[config.mk]
export PLATFORM = sky130hd
export DESIGN_NAME = thermal_charge_profile_regs
export DESIGN_NICKNAME = d
export VERILOG_FILES = /design/src/verilog/thermal_profile_pkg.sv /design/src/verilog/thermal_charge_profile_regs.sv /design/src/verilog/thermal_zone_classifier.sv
export VERILOG_INCLUDE_DIRS = /design/src /design/src/verilog
export SDC_FILE = /design/constraint.sdc
export NUM_CORES = 1
export LEC_CHECK = 0
export ABC_AREA = 1
export BUFFER_PORTS_ARGS = -buffer_cell sky130_fd_sc_hd__buf_2
export CAP_MARGIN = 10
export CORE_UTILIZATION = 25
export CTS_BUF_LIST = sky130_fd_sc_hd__clkbuf_8
export DETAILED_ROUTE_END_ITERATION = 12
export SLEW_MARGIN = 25
export SYNTH_ARGS = -nofsm -noshare
export SYNTH_HDL_FRONTEND = slang
export SYNTH_HIERARCHICAL = 1
export SYNTH_SLANG_ARGS = --single-unit
[constraint.sdc]
create_clock -name sys_clk -period 1.9 [get_ports sys_clk]
set_clock_uncertainty 0.1 [all_clocks]
set_input_delay 0.19 -clock sys_clk [delete_from_list [all_inputs] [get_ports sys_clk]]
set_output_delay 0.19 -clock sys_clk [all_outputs]
set_load 0.05 [all_outputs]
[src/verilog/thermal_profile_defs.svh]
// Register offsets, reset values, field positions and output scale constants for the thermal profile bank.
// Assumes an 8-bit register address and 8-bit data from the serial register port.
`ifndef THERMAL_PROFILE_DEFS_SVH
`define THERMAL_PROFILE_DEFS_SVH
`define OFS_THERMAL_ADJUST 8'h61
`define OFS_COLD_LIMIT 8'h62
`define OFS_COOL_LIMIT 8'h63
`define OFS_WARM_LIMIT 8'h64
`define OFS_HOT_LIMIT 8'h65
`define OFS_PART_ID 8'h6F
`define RST_THERMAL_ADJUST 8'h34
`define RST_COLD_LIMIT 8'h7C
`define RST_COOL_LIMIT 8'h6D
`define RST_WARM_LIMIT 8'h38
`define RST_HOT_LIMIT 8'h27
`define WVR_MSB 6
`define WVR_LSB 4
`define TCS_MSB 2
`define TCS_LSB 0
`define VRED_STEP_MV 8'h32
`define READ_IDLE 8'h00
`define SCALE_FULL 4'h8
`define VRED_NONE 9'h000
`endif

[src/verilog/thermal_profile_pkg.sv]
// Types shared by the thermal profile bank.
// Assumes nothing beyond a SystemVerilog compiler.
`default_nettype none
package thermal_profile_pkg;
	typedef enum logic [2:0] {
		zone_normal,
		zone_cool,
		zone_warm,
		zone_cold,
		zone_hot
	} temp_zone_t;
endpackage
`default_nettype wire

[src/verilog/thermal_charge_profile_regs.sv]
// Thermal charging profile register bank with zone-based charge adjustment.
// Assumes an upstream serial decoder gives same-clock write/read strobes and
// an ADC gives a same-clock thermistor code.
// Operation
// - Warm voltage field bits 6:4, reset 011
// - Current scale field bits 2:0, reset 100
// - Adjust register 0x61 resets 0x34, reserved RW
// - Cold limit at 0x62, reset 0x7C
// - Cool limit at 0x63, reset 0x6D
// - Warm limit at 0x64, reset 0x38
// - Hot limit at 0x65, reset 0x27
// - Read-only part identifier at 0x6F
`timescale 1ns/1ns
`default_nettype none
`include "thermal_profile_defs.svh"
module thermal_charge_profile_regs #(
	// Arbitrary neutral identifier value
	parameter logic [7:0] PART_ID_VALUE = 8'h5C
) (
	input wire logic sys_clk,
	input wire logic arst_n,
	input wire logic wr_en,
	input wire logic rd_en,
	input wire logic [7:0] reg_addr,
	input wire logic [7:0] wr_data,
	input wire logic [7:0] thermistor_sense,
	output logic [7:0] rd_data,
	output logic rd_valid,
	output logic [8:0] vbat_reduction_mv,
	output logic [3:0] current_scale_eighths,
	output logic charge_suspend,
	output var thermal_profile_pkg::temp_zone_t zone_out
);
	logic rst_meta_reg;
	logic rst_sync_reg;
	logic rst_n;
	logic [7:0] adjust_reg;
	logic [7:0] cold_reg;
	logic [7:0] cool_reg;
	logic [7:0] warm_reg;
	logic [7:0] hot_reg;
	logic [7:0] rd_data_next;
	thermal_profile_pkg::temp_zone_t zone;

	// Reset released through two flops so release is clean to sys_clk
	always_ff @(posedge sys_clk or negedge arst_n) begin
		if (!arst_n) begin
			rst_meta_reg <= 1'b0;
			rst_sync_reg <= 1'b0;
		end else begin
			rst_meta_reg <= 1'b1;
			rst_sync_reg <= rst_meta_reg;
		end
	end
	assign rst_n = rst_sync_reg;

	function automatic logic addr_hit(input logic [7:0] a, input logic [7:0] ofs);
		addr_hit = (a == ofs);
	endfunction

	// Whole byte stored, reserved bits 7 and 3 included
	always_ff @(posedge sys_clk or negedge rst_n) begin
		if (!rst_n) begin
			adjust_reg <= `RST_THERMAL_ADJUST;
		end else if (wr_en && addr_hit(reg_addr, `OFS_THERMAL_ADJUST)) begin
			adjust_reg <= wr_data;
		end
	end

	always_ff @(posedge sys_clk or negedge rst_n) begin
		if (!rst_n) begin
			cold_reg <= `RST_COLD_LIMIT;
			cool_reg <= `RST_COOL_LIMIT;
			warm_reg <= `RST_WARM_LIMIT;
			hot_reg <= `RST_HOT_LIMIT;
		end else if (wr_en) begin
			if (addr_hit(reg_addr, `OFS_COLD_LIMIT)) begin
				cold_reg <= wr_data;
			end
			if (addr_hit(reg_addr, `OFS_COOL_LIMIT)) begin
				cool_reg <= wr_data;
			end
			if (addr_hit(reg_addr, `OFS_WARM_LIMIT)) begin
				warm_reg <= wr_data;
			end
			if (addr_hit(reg_addr, `OFS_HOT_LIMIT)) begin
				hot_reg <= wr_data;
			end
		end
	end

	// Identifier has no storage, so writes to it cannot land
	always_comb begin
		case (reg_addr)
			`OFS_THERMAL_ADJUST: rd_data_next = adjust_reg;
			`OFS_COLD_LIMIT: rd_data_next = cold_reg;
			`OFS_COOL_LIMIT: rd_data_next = cool_reg;
			`OFS_WARM_LIMIT: rd_data_next = warm_reg;
			`OFS_HOT_LIMIT: rd_data_next = hot_reg;
			`OFS_PART_ID: rd_data_next = PART_ID_VALUE;
			default: rd_data_next = `READ_IDLE;
		endcase
	end

	// Read data is registered so the serial shifter always sees a settled byte
	always_ff @(posedge sys_clk or negedge rst_n) begin
		if (!rst_n) begin
			rd_data <= `READ_IDLE;
			rd_valid <= 1'b0;
		end else begin
			rd_valid <= rd_en;
			if (rd_en) begin
				rd_data <= rd_data_next;
			end
		end
	end

	// Zone decision kept apart so the limit compares can be checked alone
	thermal_zone_classifier u_classifier (
		.sense_code(thermistor_sense),
		.cold_limit_code(cold_reg),
		.cool_limit_code(cool_reg),
		.warm_limit_code(warm_reg),
		.hot_limit_code(hot_reg),
		.zone(zone)
	);

	// Current scaling applies in cool and warm; charging stops at cold and hot
	always_ff @(posedge sys_clk or negedge rst_n) begin
		if (!rst_n) begin
			zone_out <= thermal_profile_pkg::zone_normal;
			vbat_reduction_mv <= `VRED_NONE;
			current_scale_eighths <= `SCALE_FULL;
			charge_suspend <= 1'b0;
		end else begin
			zone_out <= zone;
			charge_suspend <= (zone == thermal_profile_pkg::zone_cold) ||
				(zone == thermal_profile_pkg::zone_hot);
			if (zone == thermal_profile_pkg::zone_warm) begin
				vbat_reduction_mv <= 9'(adjust_reg[`WVR_MSB:`WVR_LSB] * `VRED_STEP_MV);
			end else begin
				vbat_reduction_mv <= `VRED_NONE;
			end
			if (zone == thermal_profile_pkg::zone_warm ||
				zone == thermal_profile_pkg::zone_cool) begin
				current_scale_eighths <= `SCALE_FULL - {1'b0, adjust_reg[`TCS_MSB:`TCS_LSB]};
			end else begin
				current_scale_eighths <= `SCALE_FULL;
			end
		end
	end
endmodule
`default_nettype wire

[src/verilog/thermal_zone_classifier.sv]
// Classifies a thermistor code against four limits into a temperature zone.
// Assumes same-clock inputs; thermistor voltage falls as temperature rises.
`timescale 1ns/1ns
`default_nettype none
module thermal_zone_classifier (
	input wire logic [7:0] sense_code,
	input wire logic [7:0] cold_limit_code,
	input wire logic [7:0] cool_limit_code,
	input wire logic [7:0] warm_limit_code,
	input wire logic [7:0] hot_limit_code,
	output var thermal_profile_pkg::temp_zone_t zone
);
	// Hot checked first so overlapping limits fail safe
	always_comb begin
		if (sense_code <= hot_limit_code) begin
			zone = thermal_profile_pkg::zone_hot;
		end else if (sense_code >= cold_limit_code) begin
			zone = thermal_profile_pkg::zone_cold;
		end else if (sense_code <= warm_limit_code) begin
			zone = thermal_profile_pkg::zone_warm;
		end else if (sense_code >= cool_limit_code) begin
			zone = thermal_profile_pkg::zone_cool;
		end else begin
			zone = thermal_profile_pkg::zone_normal;
		end
	end
endmodule
`default_nettype wire

---- Word level (Yosys, flattened, before mapping) ----
Index checks and enable logic that the tools add are counted.
storage, ports and cells
  output and inout port bits .............. 26
  register bits after elaboration ......... 68
  logic and storage cells ................. 43
cells by class
  reduce and logical (&&, ||, !) cells .... 7
  eq/ne operators ......................... 10
  magnitude comparators ................... 4
  multipliers ............................. 1
  $add $sub $neg .......................... 1
  multiplexer cells ....................... 7
operator list
  kind                                                                    number
  8-bit by 7-bit equality test with 1-bit output (second input constant)  6
  8-bit one-hot mux with 6 select lines                                   1
  8-bit >= comparator                                                     2
  8-bit less-or-equal comparator                                          2
  3-bit 2-to-1 mux                                                        3
  9-bit 2-to-1 mux                                                        1
  3-bit by 5-bit multiplier with 8-bit output (second input constant)     1
  2-bit AND reduction                                                     4
  3-bit by 2-bit equality test with 1-bit output (second input constant)  2
  4-bit 2-to-1 mux                                                        1
  4-bit by 3-bit subtractor with 4-bit output (first input constant)      1
  3-bit by 1-bit equality test with 1-bit output (second input constant)  1
  3-bit equality test (second input constant)                             1
  1-bit logical OR                                                        2
  1-bit logical AND                                                       1
  1-bit 2-to-1 mux                                                        1

---- Depth between registers and ports, before layout ----
Gate-level depths: netlist (run 1).
  depth after elaboration ................. 8
  mapped depth ............................ 16

---- Cells and area by module ----
Netlist (run 1), hierarchy kept.
by module, submodules not included
  module                       sequential area each (um2)  area an instance (um2)  instances  cells each
  thermal_charge_profile_regs  1677.9                      2980.4                  1          321
  thermal_zone_classifier      0.0                         859.6                   1          138

---- Worst setup path after synthesis (run 1) ----
OpenSTA, ideal clock, no wires.
  path type ............................... reg2reg
  start ................................... reg hot_reg[1]
  end ..................................... reg current_scale_eighths[0]
  path buffers ............................ 0
  cell stages (with the launch flop) ...... 13
  clock period less this slack ............ 1.944 ns
  required time ........................... 1.729 ns
  slack ................................... -0.044 ns
  data arrival time ....................... 1.772 ns
  cell sequence ........................... dfstp_2 -> inv_1 -> ha_1 -> a21oi_1 -> o21ai_1 -> nand2_1 -> nand3_1 -> nand2_1 -> a21oi_1 -> nor2_1 -> nor2_1 -> inv_1 -> nor2_1
between the ends
  longest elaborated chain between the ends .. 5
  elaborated cells between the ends (all ways) .. 6
  those cells by class .................... order compare: 1; eq/ne: 2; mux: 2; reduce/logical: 1
RTL lines
  what                                                                                                                     RTL line                                                                source
  start: declaration                                                                                                       thermal_charge_profile_regs.sv:41                                       logic [7:0] hot_reg;
  start signal: assignment                                                                                                 thermal_charge_profile_regs.sv:75                                       hot_reg <= `RST_HOT_LIMIT;
  start signal: assignment                                                                                                 thermal_charge_profile_regs.sv:87                                       hot_reg <= wr_data;
  8-bit less-or-equal comparator (*)                                                                                       thermal_zone_classifier.sv:15                                           if (sense_code <= hot_limit_code) begin
  3-bit 2-to-1 mux (*)                                                                                                     thermal_zone_classifier.sv:15
  named net zone[2]                                                                                                        thermal_charge_profile_regs.sv:43                                       thermal_profile_pkg::temp_zone_t zone;
  3-bit by 2-bit equality test with 1-bit output / 3-bit by 1-bit equality test with 1-bit output (equally long branches)  thermal_charge_profile_regs.sv:144, thermal_charge_profile_regs.sv:145
  1-bit logical OR (*)                                                                                                     thermal_charge_profile_regs.sv:144                                      if (zone == thermal_profile_pkg::zone_warm ||
  4-bit 2-to-1 mux (*)                                                                                                     thermal_charge_profile_regs.sv:144
  end signal: assignment                                                                                                   thermal_charge_profile_regs.sv:133                                      current_scale_eighths <= `SCALE_FULL;
  end signal: assignment                                                                                                   thermal_charge_profile_regs.sv:146                                      current_scale_eighths <= `SCALE_FULL - {1'b0, adjust_reg[`TCS_MSB:`TCS_LSB]};
  end signal: assignment                                                                                                   thermal_charge_profile_regs.sv:148                                      current_scale_eighths <= `SCALE_FULL;
  end: declaration                                                                                                         thermal_charge_profile_regs.sv:30                                       output logic [3:0] current_scale_eighths,
Mark *: on every way through the listed nets, which the timed path passes. The rest lies on a longest branch.
A chain may end at the register's enable or synchronous reset.

---- Worst setup path after layout (run 1) ----
  start ................................... reg cold_reg[2]
  end ..................................... reg vbat_reduction_mv[8]
between the ends
  longest elaborated chain between the ends .. 5
RTL lines
  what                                            RTL line                            source
  start: declaration                              thermal_charge_profile_regs.sv:38   logic [7:0] cold_reg;
  start signal: assignment                        thermal_charge_profile_regs.sv:72   cold_reg <= `RST_COLD_LIMIT;
  start signal: assignment                        thermal_charge_profile_regs.sv:78   cold_reg <= wr_data;
  8-bit >= comparator                             thermal_zone_classifier.sv:17       end else if (sense_code >= cold_limit_code) begin
  3-bit 2-to-1 mux                                thermal_zone_classifier.sv:17
  3-bit 2-to-1 mux                                thermal_zone_classifier.sv:15
  named net zone[0]                               thermal_charge_profile_regs.sv:43
  3-bit by 2-bit equality test with 1-bit output  thermal_charge_profile_regs.sv:139  if (zone == thermal_profile_pkg::zone_warm) begin
  9-bit 2-to-1 mux                                thermal_charge_profile_regs.sv:139
  end signal: assignment                          thermal_charge_profile_regs.sv:132  vbat_reduction_mv <= `VRED_NONE;
  end signal: assignment                          thermal_charge_profile_regs.sv:140  vbat_reduction_mv <= 9'(adjust_reg[`WVR_MSB:`WVR_LSB] * `VRED_STEP_MV);
  end signal: assignment                          thermal_charge_profile_regs.sv:142  vbat_reduction_mv <= `VRED_NONE;
  end: declaration                                thermal_charge_profile_regs.sv:29   output logic [8:0] vbat_reduction_mv,
The timed path passes the listed nets, and every way through them passes these cells.

==> results, run 1 <==
- After legalization and detailed placement, the total HPWL measured between 7 and 8 mm.
- The number of H-tree levels is 3.
- The synthesized netlist cell count is approximately 460.
- The maximum number of buffers from clock root to sink is 2.
- Summed over all nets, the switching power comes to ~1.0 mW.
- The final layout contains about 630 nets.
- Measured along the y axis, the die boundary spans approximately 130 µm.
- The number of CTS-inserted buffers is 9.
- The vias after detailed routing is 3289.
- The detailed-route wire length per cell is between 10 and 15 µm.
- Cells fill a little over a third of the core in the end.
- The cell type with the largest total area after synthesis is sky130_fd_sc_hd__dfrtp_1.
- For this run, design rule violations remaining after detail routing come to 0.
- Power spread over the standard cell area amounts to 672 nW/µm².
- The initial detailed-routing violation count is between 200 and 250.
- For the worst flop-to-flop path, the logic depth is 14.
- After synthesis, the largest area contributor takes up between 20% and 30% of total cell area.
- The synthesized design contains between 60 and 70 register bits.
- Each instance of the synthesized netlist takes up on average approximately 8.4 µm².
- The cell count after placement is 729.
- The total nets after synthesis is 525.
- Counting distinct cell types in the post-synthesis netlist gives 31.
- The first-pass GRT wire length is 16.6 mm.
- The timing-limited maximum frequency is between 400 and 500 MHz.
- STA classifies the critical path startpoint as a flip-flop.
- The number of diodes is 0.
- Hold timing on the final database bottoms out at a slack of approximately 36 ps.
- Clock-pin slew was measured on the worst setup and hold paths at roughly 70 ps.
- For the finished layout, the period the worst path requires is a little over 2000 ps.
- 54 I/O pins were placed.
- The required time at the worst-slack endpoint is 2040 ps.
- The arrival time of data at the critical path endpoint is about 2200 ps.
- The sequential share of the synthesized area is a little over two fifths.
- The initialized floorplan defines 44 standard-cell rows.
- Ranked by total cell area, the synthesized netlist is headed by sky130_fd_sc_hd__dfrtp_1 (29%), sky130_fd_sc_hd__dfstp_2 (14%), sky130_fd_sc_hd__ha_1 (12%).
- Of the total power, combinational logic draws between 20% and 30%.
- The core region is ~15000 µm².
- Summing every instance area after synthesis gives 3840 µm².
- The number of slew-limit violations in the final report is 0.
- The static power due to leakage is roughly 2.5 nW.
- The TritonCTS clock tree is done.
- During synthesis, Yosys emitted a total of 6 warnings.
- The layout overhead on the synthesized area is 33.3%.
- The final setup violation count is 14.
- At the end of routability-driven placement, the weighted congestion stood at a little under 0.8.
- Net switching is between 30% and 40% of the power.
- The category of the worst setup path capture point is a flip-flop.
- Excluding fillers, the count of instances in the completed layout stands at ~760.
- The portion of total power attributed to sequential cells is 45.1%.
- In this run the worst hold path is classified as input port to async pin.
- At the later pin of the worst-skew pair, clock insertion delay measures approximately 360 ps.
- The final reports fail on negative setup slack.
- For this run, the detailed router's first-pass iteration total came to 5.
- The number of antenna violations at the first check in global routing is 0.
- The final layout contains routed wiring with a total length of between 10 and 15 mm.
- The number of global-route vias before repair is between 3k and 4k.
- Clock tree synthesis found a total of 66 sinks.
- The share of final-layout standard cells stronger than drive strength 1 is ~36%.
- The effective utilization at floorplan is approximately a quarter.
- The die width is around 130 µm.
- Across all register-to-register paths, the minimum setup slack is -150 ps.
- In the global route stage, overall resource usage came out at a little over an eighth.
- The final number of hold-violating endpoints was 0.
- The peak supply drop is ~0.00028 V.
- The top cell types in the final layout, fill and taps aside, are sky130_fd_sc_hd__nand2_1 (86), sky130_fd_sc_hd__inv_1 (65), sky130_fd_sc_hd__buf_2 (52).
- Setup repair after global routing could not meet its margin everywhere.
- The total die area is 15900 µm².
- The worst path uses 108% of the clock period.
- The internal power of the cells totals ~2.4 mW.
- The count of input and output buffers is 52.
- The post-detailed-route count of antenna-violating nets is 0.
- The final worst setup slack is -150 ps.
- Along the worst path, the maximum fanout reaches 7.
- In this run the critical register-to-register path is captured at vbat_reduction_mv[8].
- CTS placed an instance of sky130_fd_sc_hd__clkbuf_8 at the clock tree root.
- The critical path in this run is classified as flip-flop to flip-flop.
- The share of power burned in the clock network is approximately 32%.
- Summed over all layers, the global routing overflow is 0.
- The per-cell via count in the routed design is 4.36.
- The startpoint identified for the worst register-to-register timing path is cold_reg[2].
- The pin count of the biggest net entering global routing is 53.
- The max-capacitance violation count is 0.
- The run finished, with violations left.
- The final setup TNS is -1670 ps.
- The most frequent standard cell in the layout excluding fill and tap cells is sky130_fd_sc_hd__nand2_1.
==> final cells by class <==
cell class	count	area, µm²
clock inverters	7	55.1
flip-flops and latches	66	1680
fillers	1563	9630
multi-input cells	307	2040
inverters	75	282
clock buffers	9	124
repair buffers	107	714
well taps	184	230
==> Yosys cell counts (all sizes together) <==
cell and number:
dfstp 21, a21boi 1, a21oi 19, o21a 12
xor2 1, nor2 40, ha 38, nand2 103
buf 11, o21bai 5, nand4 2, conb 2
dfrtp 45, inv 75, nand3 40, o31ai 1
nor3 1, o21ai 41, and3 1
==> how the worst max path moves through the flow <==
| stage | start | end | slack (ps) | cells past startpoint |
|---|---|---|---|---|
| after detailed placement | hot_reg[1] | current_scale_eighths[2] | -230 | 12 |
| final | cold_reg[2] | vbat_reduction_mv[8] | -150 | 14 |
| after global routing | cold_reg[2] | current_scale_eighths[0] | -230 | 15 |
| after CTS | cold_reg[3] | vbat_reduction_mv[4] | -150 | 14 |
| after floorplan | warm_reg[5] | current_scale_eighths[2] | 3 | 12 |
| after global placement | hot_reg[1] | current_scale_eighths[0] | -240 | 12 |
==> metrics by stage <==
step           area (µm²)  power, mW  worst slack, ps
6_report             5120       3.44             -150
3_3_place_gp         4620       2.23             -238
4_1_cts              5050       3.44             -148
2_1_floorplan        3850       1.97             2.53
5_1_grt              5120       3.63             -234
3_5_place_dp         4620       2.23             -233
==> what timing repair did <==
action,4_1_cts,5_1_grt
pin swaps,22,17
setup buffers,4,5
hold buffers,2,0
endpoints found under the hold margin,3,0
setup endpoints to repair,12,14
gates resized for setup,46,9
==> critical path: stages, from the launching register on <==
cell and delay [ps]:
sky130_fd_sc_hd__dfstp_2 560, sky130_fd_sc_hd__inv_2 50, sky130_fd_sc_hd__ha_4 260, sky130_fd_sc_hd__nand2_2 40
sky130_fd_sc_hd__inv_2 70, sky130_fd_sc_hd__o21ai_1 60, sky130_fd_sc_hd__nand2_1 90, sky130_fd_sc_hd__nand2_1 70
sky130_fd_sc_hd__nand2_2 80, sky130_fd_sc_hd__nor2_4 50, sky130_fd_sc_hd__a21oi_4 190, sky130_fd_sc_hd__nor2_1 60
sky130_fd_sc_hd__nand2_1 110, sky130_fd_sc_hd__buf_12 130, sky130_fd_sc_hd__nor2_2 30
==> power by group through the flow <==
stage	clock network, mW	registers (mW)	logic, mW
final	1.11	1.55	0.776
after global placement	0	1.58	0.651
after detailed placement	0	1.58	0.657
after CTS	1.14	1.55	0.748
after global routing	1.21	1.56	0.861
after floorplan	0	1.68	0.289
==> routing by layer <==
metal	part of all wire, %	GRT usage (%)	up-vias
met1	45	17.4	1508
li1	-	-	1685
met5	0	0	-
met4	0.83	2.13	0
met2	49	23.0	89
met3	5.2	3.99	7
==> logic make-up (layout without fill, tap and decap cells) <==
family                     Yosys count  in the layout  synth area share [%]
and+or+nand+nor                    187            187                  22.3
buffers and inverters               86            198                  9.61
AOI/OAI and AO/OA                   79             79                  11.6
DFF                                 66             66                  43.7
adders and majority gates           38             38                  12.4
other                                2              2                 0.196
xor gates and xnor gates             1              1                 0.228
(Power assumes the default switching activity.)
==> run 2: changes to the inputs <==
==> constraint.sdc (replaced) <==
create_clock -name sys_clk -period 1.8 [get_ports sys_clk]
set_clock_uncertainty 0.1 [all_clocks]
set_input_delay 0.18 -clock sys_clk [delete_from_list [all_inputs] [get_ports sys_clk]]
set_output_delay 0.18 -clock sys_clk [all_outputs]
set_load 0.05 [all_outputs]
==> results, run 2 (synthesized netlist as in run 1, its figures left out) <==
- The checks that failed: negative setup slack.
- For the worst setup path, the data required time is a little under 2000 ps.
- At the end of routability-driven placement, the weighted congestion stood at about 0.81.
- In the routed design, unresolved DRC markers number 0.
- The critical path goes through inv_2, ha_4, nand2_4, nor2_4, nand4_1, a21boi_4, a21oi_4, nand2_1, nand2_1, nor2_2, inv_2, nor2_1.
- The first-pass GRT wire length is between 15 and 20 mm.
- The per-cell via count in the routed design is 4.30.
- TritonCTS built the clock tree.
- STA classifies the critical path startpoint as a flip-flop.
- The overall fraction of global-route tracks in use is 13.5%.
- The detailed-route wire length per cell is about 13 µm.
- The worst setup path is captured at a flip-flop.
- The post-detailed-route count of antenna-violating nets is 0.
- The critical path is of the flip-flop to flip-flop type.
- The maximum number of buffers from clock root to sink is 2.
- Among cell families on the critical path, the largest total delay comes from simple AND/OR/NAND/NOR gates.
- After floorplanning, the core was sized to cover between 10000 and 15000 µm².
- The final number of hold-violating endpoints was 0.
- After global routing the overflow that remains totals 0.
- The placement-stage worst setup slack is -353 ps.
- The capturing instance or port of the critical path is current_scale_eighths[2].
- The busiest layer in global routing is met2.
- The worst register-to-register path has a setup slack of -300 ps.
- Across the run, the number of max-cap violations was 0.
- The floorplan has 44 rows.
- Counting both buffers and inverters, the worst setup path holds a total of 2.
- The timing-limited maximum frequency is 475 MHz.
- The final cycle utilization of the critical path is 117%.
- The effective utilization at floorplan is between 20% and 30%.
- CTS built an H-tree with a depth of 3.
- For this block, the initial DRC count from the detailed router was between 150 and 200.
- For the worst-skew pair, the clock arrives at the later sink with an insertion delay of between 300 and 400 ps.
- The master cell of the clock root buffer is sky130_fd_sc_hd__clkbuf_8.
- The final setup violation count is 14.
- The die height is about 130 µm.
- The placed wire-length estimate is 7.63 mm.
- The number of diodes is 0.
- Setup repair after global routing could not meet its margin everywhere.
- VDD sags by at most about 0.00032 V.
- The die width is around 130 µm.
- The critical path runs through a total of 12 cells.
- The pin count of the biggest net entering global routing is 51.
- The fraction of met1 tracks used by global routing is 18.0%.
- The number of antenna violations at the first check in global routing is 0.
- In this run the power density over the cells is between 700 and 800 nW/µm².
- The number of cells on the worst reg-to-reg path is 12.
- The terminus of the critical flop-to-flop path is current_scale_eighths[2].
- The worst hold path belongs to the class input port to async pin.
- Port buffering added 52 buffers.
- The slowest cell on the critical path is sky130_fd_sc_hd__dfstp_2.
- The layout overhead on the synthesized area is 32.5%.
- The final layout contains routed wiring with a total length of slightly above 10 mm.
- The top-level port count is 54.
- In the layout the commonest cells are sky130_fd_sc_hd__nand2_1 (88), sky130_fd_sc_hd__inv_1 (66), sky130_fd_sc_hd__buf_2 (52).
- The clock slew at the register clock pins of the worst setup and hold paths is approximately 70 ps.
- The launch point of the critical path is warm_reg[4].
- The first TritonRoute pass finished after 4 iterations.
- The final worst setup slack is -305 ps.
- The largest driver fanout on the critical path is 4.
- The run finished, with violations left.
- Leaving out fill and tap cells, the most frequent cell in the layout is sky130_fd_sc_hd__nand2_1.
- CTS saw 66 sinks.
- The number of global-route vias before repair was 3138.
- The post-route total power is ~3.8 mW.
- Summing over every cut layer, the via total after detailed routing is 3231.
- The startpoint identified for the worst register-to-register timing path is warm_reg[4].
- The number of slew-limit violations in the final report is 0.
- The number of CTS-inserted buffers is 9.
- Counting I/O delays and the setup requirement, the final critical path takes between 2000 and 2500 ps.
- The number of nets at the end of the flow is between 600 and 700.
- The arrival time of data at the critical path endpoint is 2250 ps.
- The post-route netlist has around a third of its cells at a drive strength greater than 1.
- In the global route stage, met3 resource usage came out at 3.40%.
- The worst stage delay on the critical path is 550 ps.
- The floorplan step defined a die boundary enclosing between 15000 and 20000 µm².
- The static power due to leakage is between 2 and 2.5 nW.
- The met2 global-route usage is 22.0%.
[run 2: cell types whose count changed in the layout (fill, tap and decap cells not counted), sizes merged]
cell,previous run,this run
clkbuf,9,10
buf,105,102
inv,79,78
clkinv,2,1
bufinv,1,2
[run 2: timing repair]
| action | 4_1_cts | 5_1_grt |
|---|---|---|
| endpoints found under the setup margin | 14 | 15 |
| endpoints found under the hold margin | 3 | 0 |
| buffers inserted | 3 | 4 |
| pin swaps | 20 | 17 |
| gates resized for setup | 24 | 17 |
| hold buffers | 2 | 0 |
[run 2: through the flow]
stage          setup TNS [ps]  util [%]  hold slack [ps]  std cells  area, µm²
2_1_floorplan            -460         -             -216        459       3870
3_3_place_gp            -3450      31.3             -136        728       4620
3_5_place_dp            -3900      31.3             -133        728       4620
4_1_cts                 -3020      33.9             14.0        749       5000
5_1_grt                 -4670      34.5             28.3        752       5090
6_report                -3370      34.5             35.0        752       5090
[run 2: final cells by class]
| type | instances | area, µm² |
|---|---|---|
| clock inverters | 6 | 76.3 |
| well taps | 184 | 230 |
| inverters | 75 | 282 |
| flip-flops and latches | 66 | 1680 |
| fillers | 1553 | 9670 |
| clock buffers | 10 | 138 |
| repair buffers | 104 | 683 |
| multi-input cells | 307 | 2000 |
[run 2: how the worst min path moves through the flow]
stage,startpoint,end,slack (ps),depth (start not counted)
2_1_floorplan,arst_n,rst_meta_reg,-220,0
3_3_place_gp,arst_n,rst_meta_reg,-140,1
3_5_place_dp,arst_n,rst_meta_reg,-130,1
4_1_cts,arst_n,rst_n,10,2
5_1_grt,arst_n,rst_n,30,2
6_report,arst_n,rst_n,30,2
[run 2: per-layer routing]
metal | vias up | routed length, µm
met3 | 5 | 401
met5 | - | 0
met2 | 52 | 4750
met1 | 1495 | 4890
met4 | 0 | 53
li1 | 1679 | -
[run 2: where the power goes]
group | internal (mW) | switching [mW]
Combinational | 0.313 | 0.478
Clock | 0.801 | 0.565
Sequential | 1.58 | 0.0504
Total | 2.70 | 1.09
[run 2: worst reg2reg max path: cells and delay by family (launching register included)]
| kind | cells | cell delay (ps) |
|---|---|---|
| flip-flops | 1 | 550 |
| buffers and inverters | 2 | 110 |
| adder cells (fa/ha/maj) | 1 | 260 |
| AO/OA/AOI/OAI | 2 | 400 |
| AND/OR/NAND/NOR | 7 | 570 |
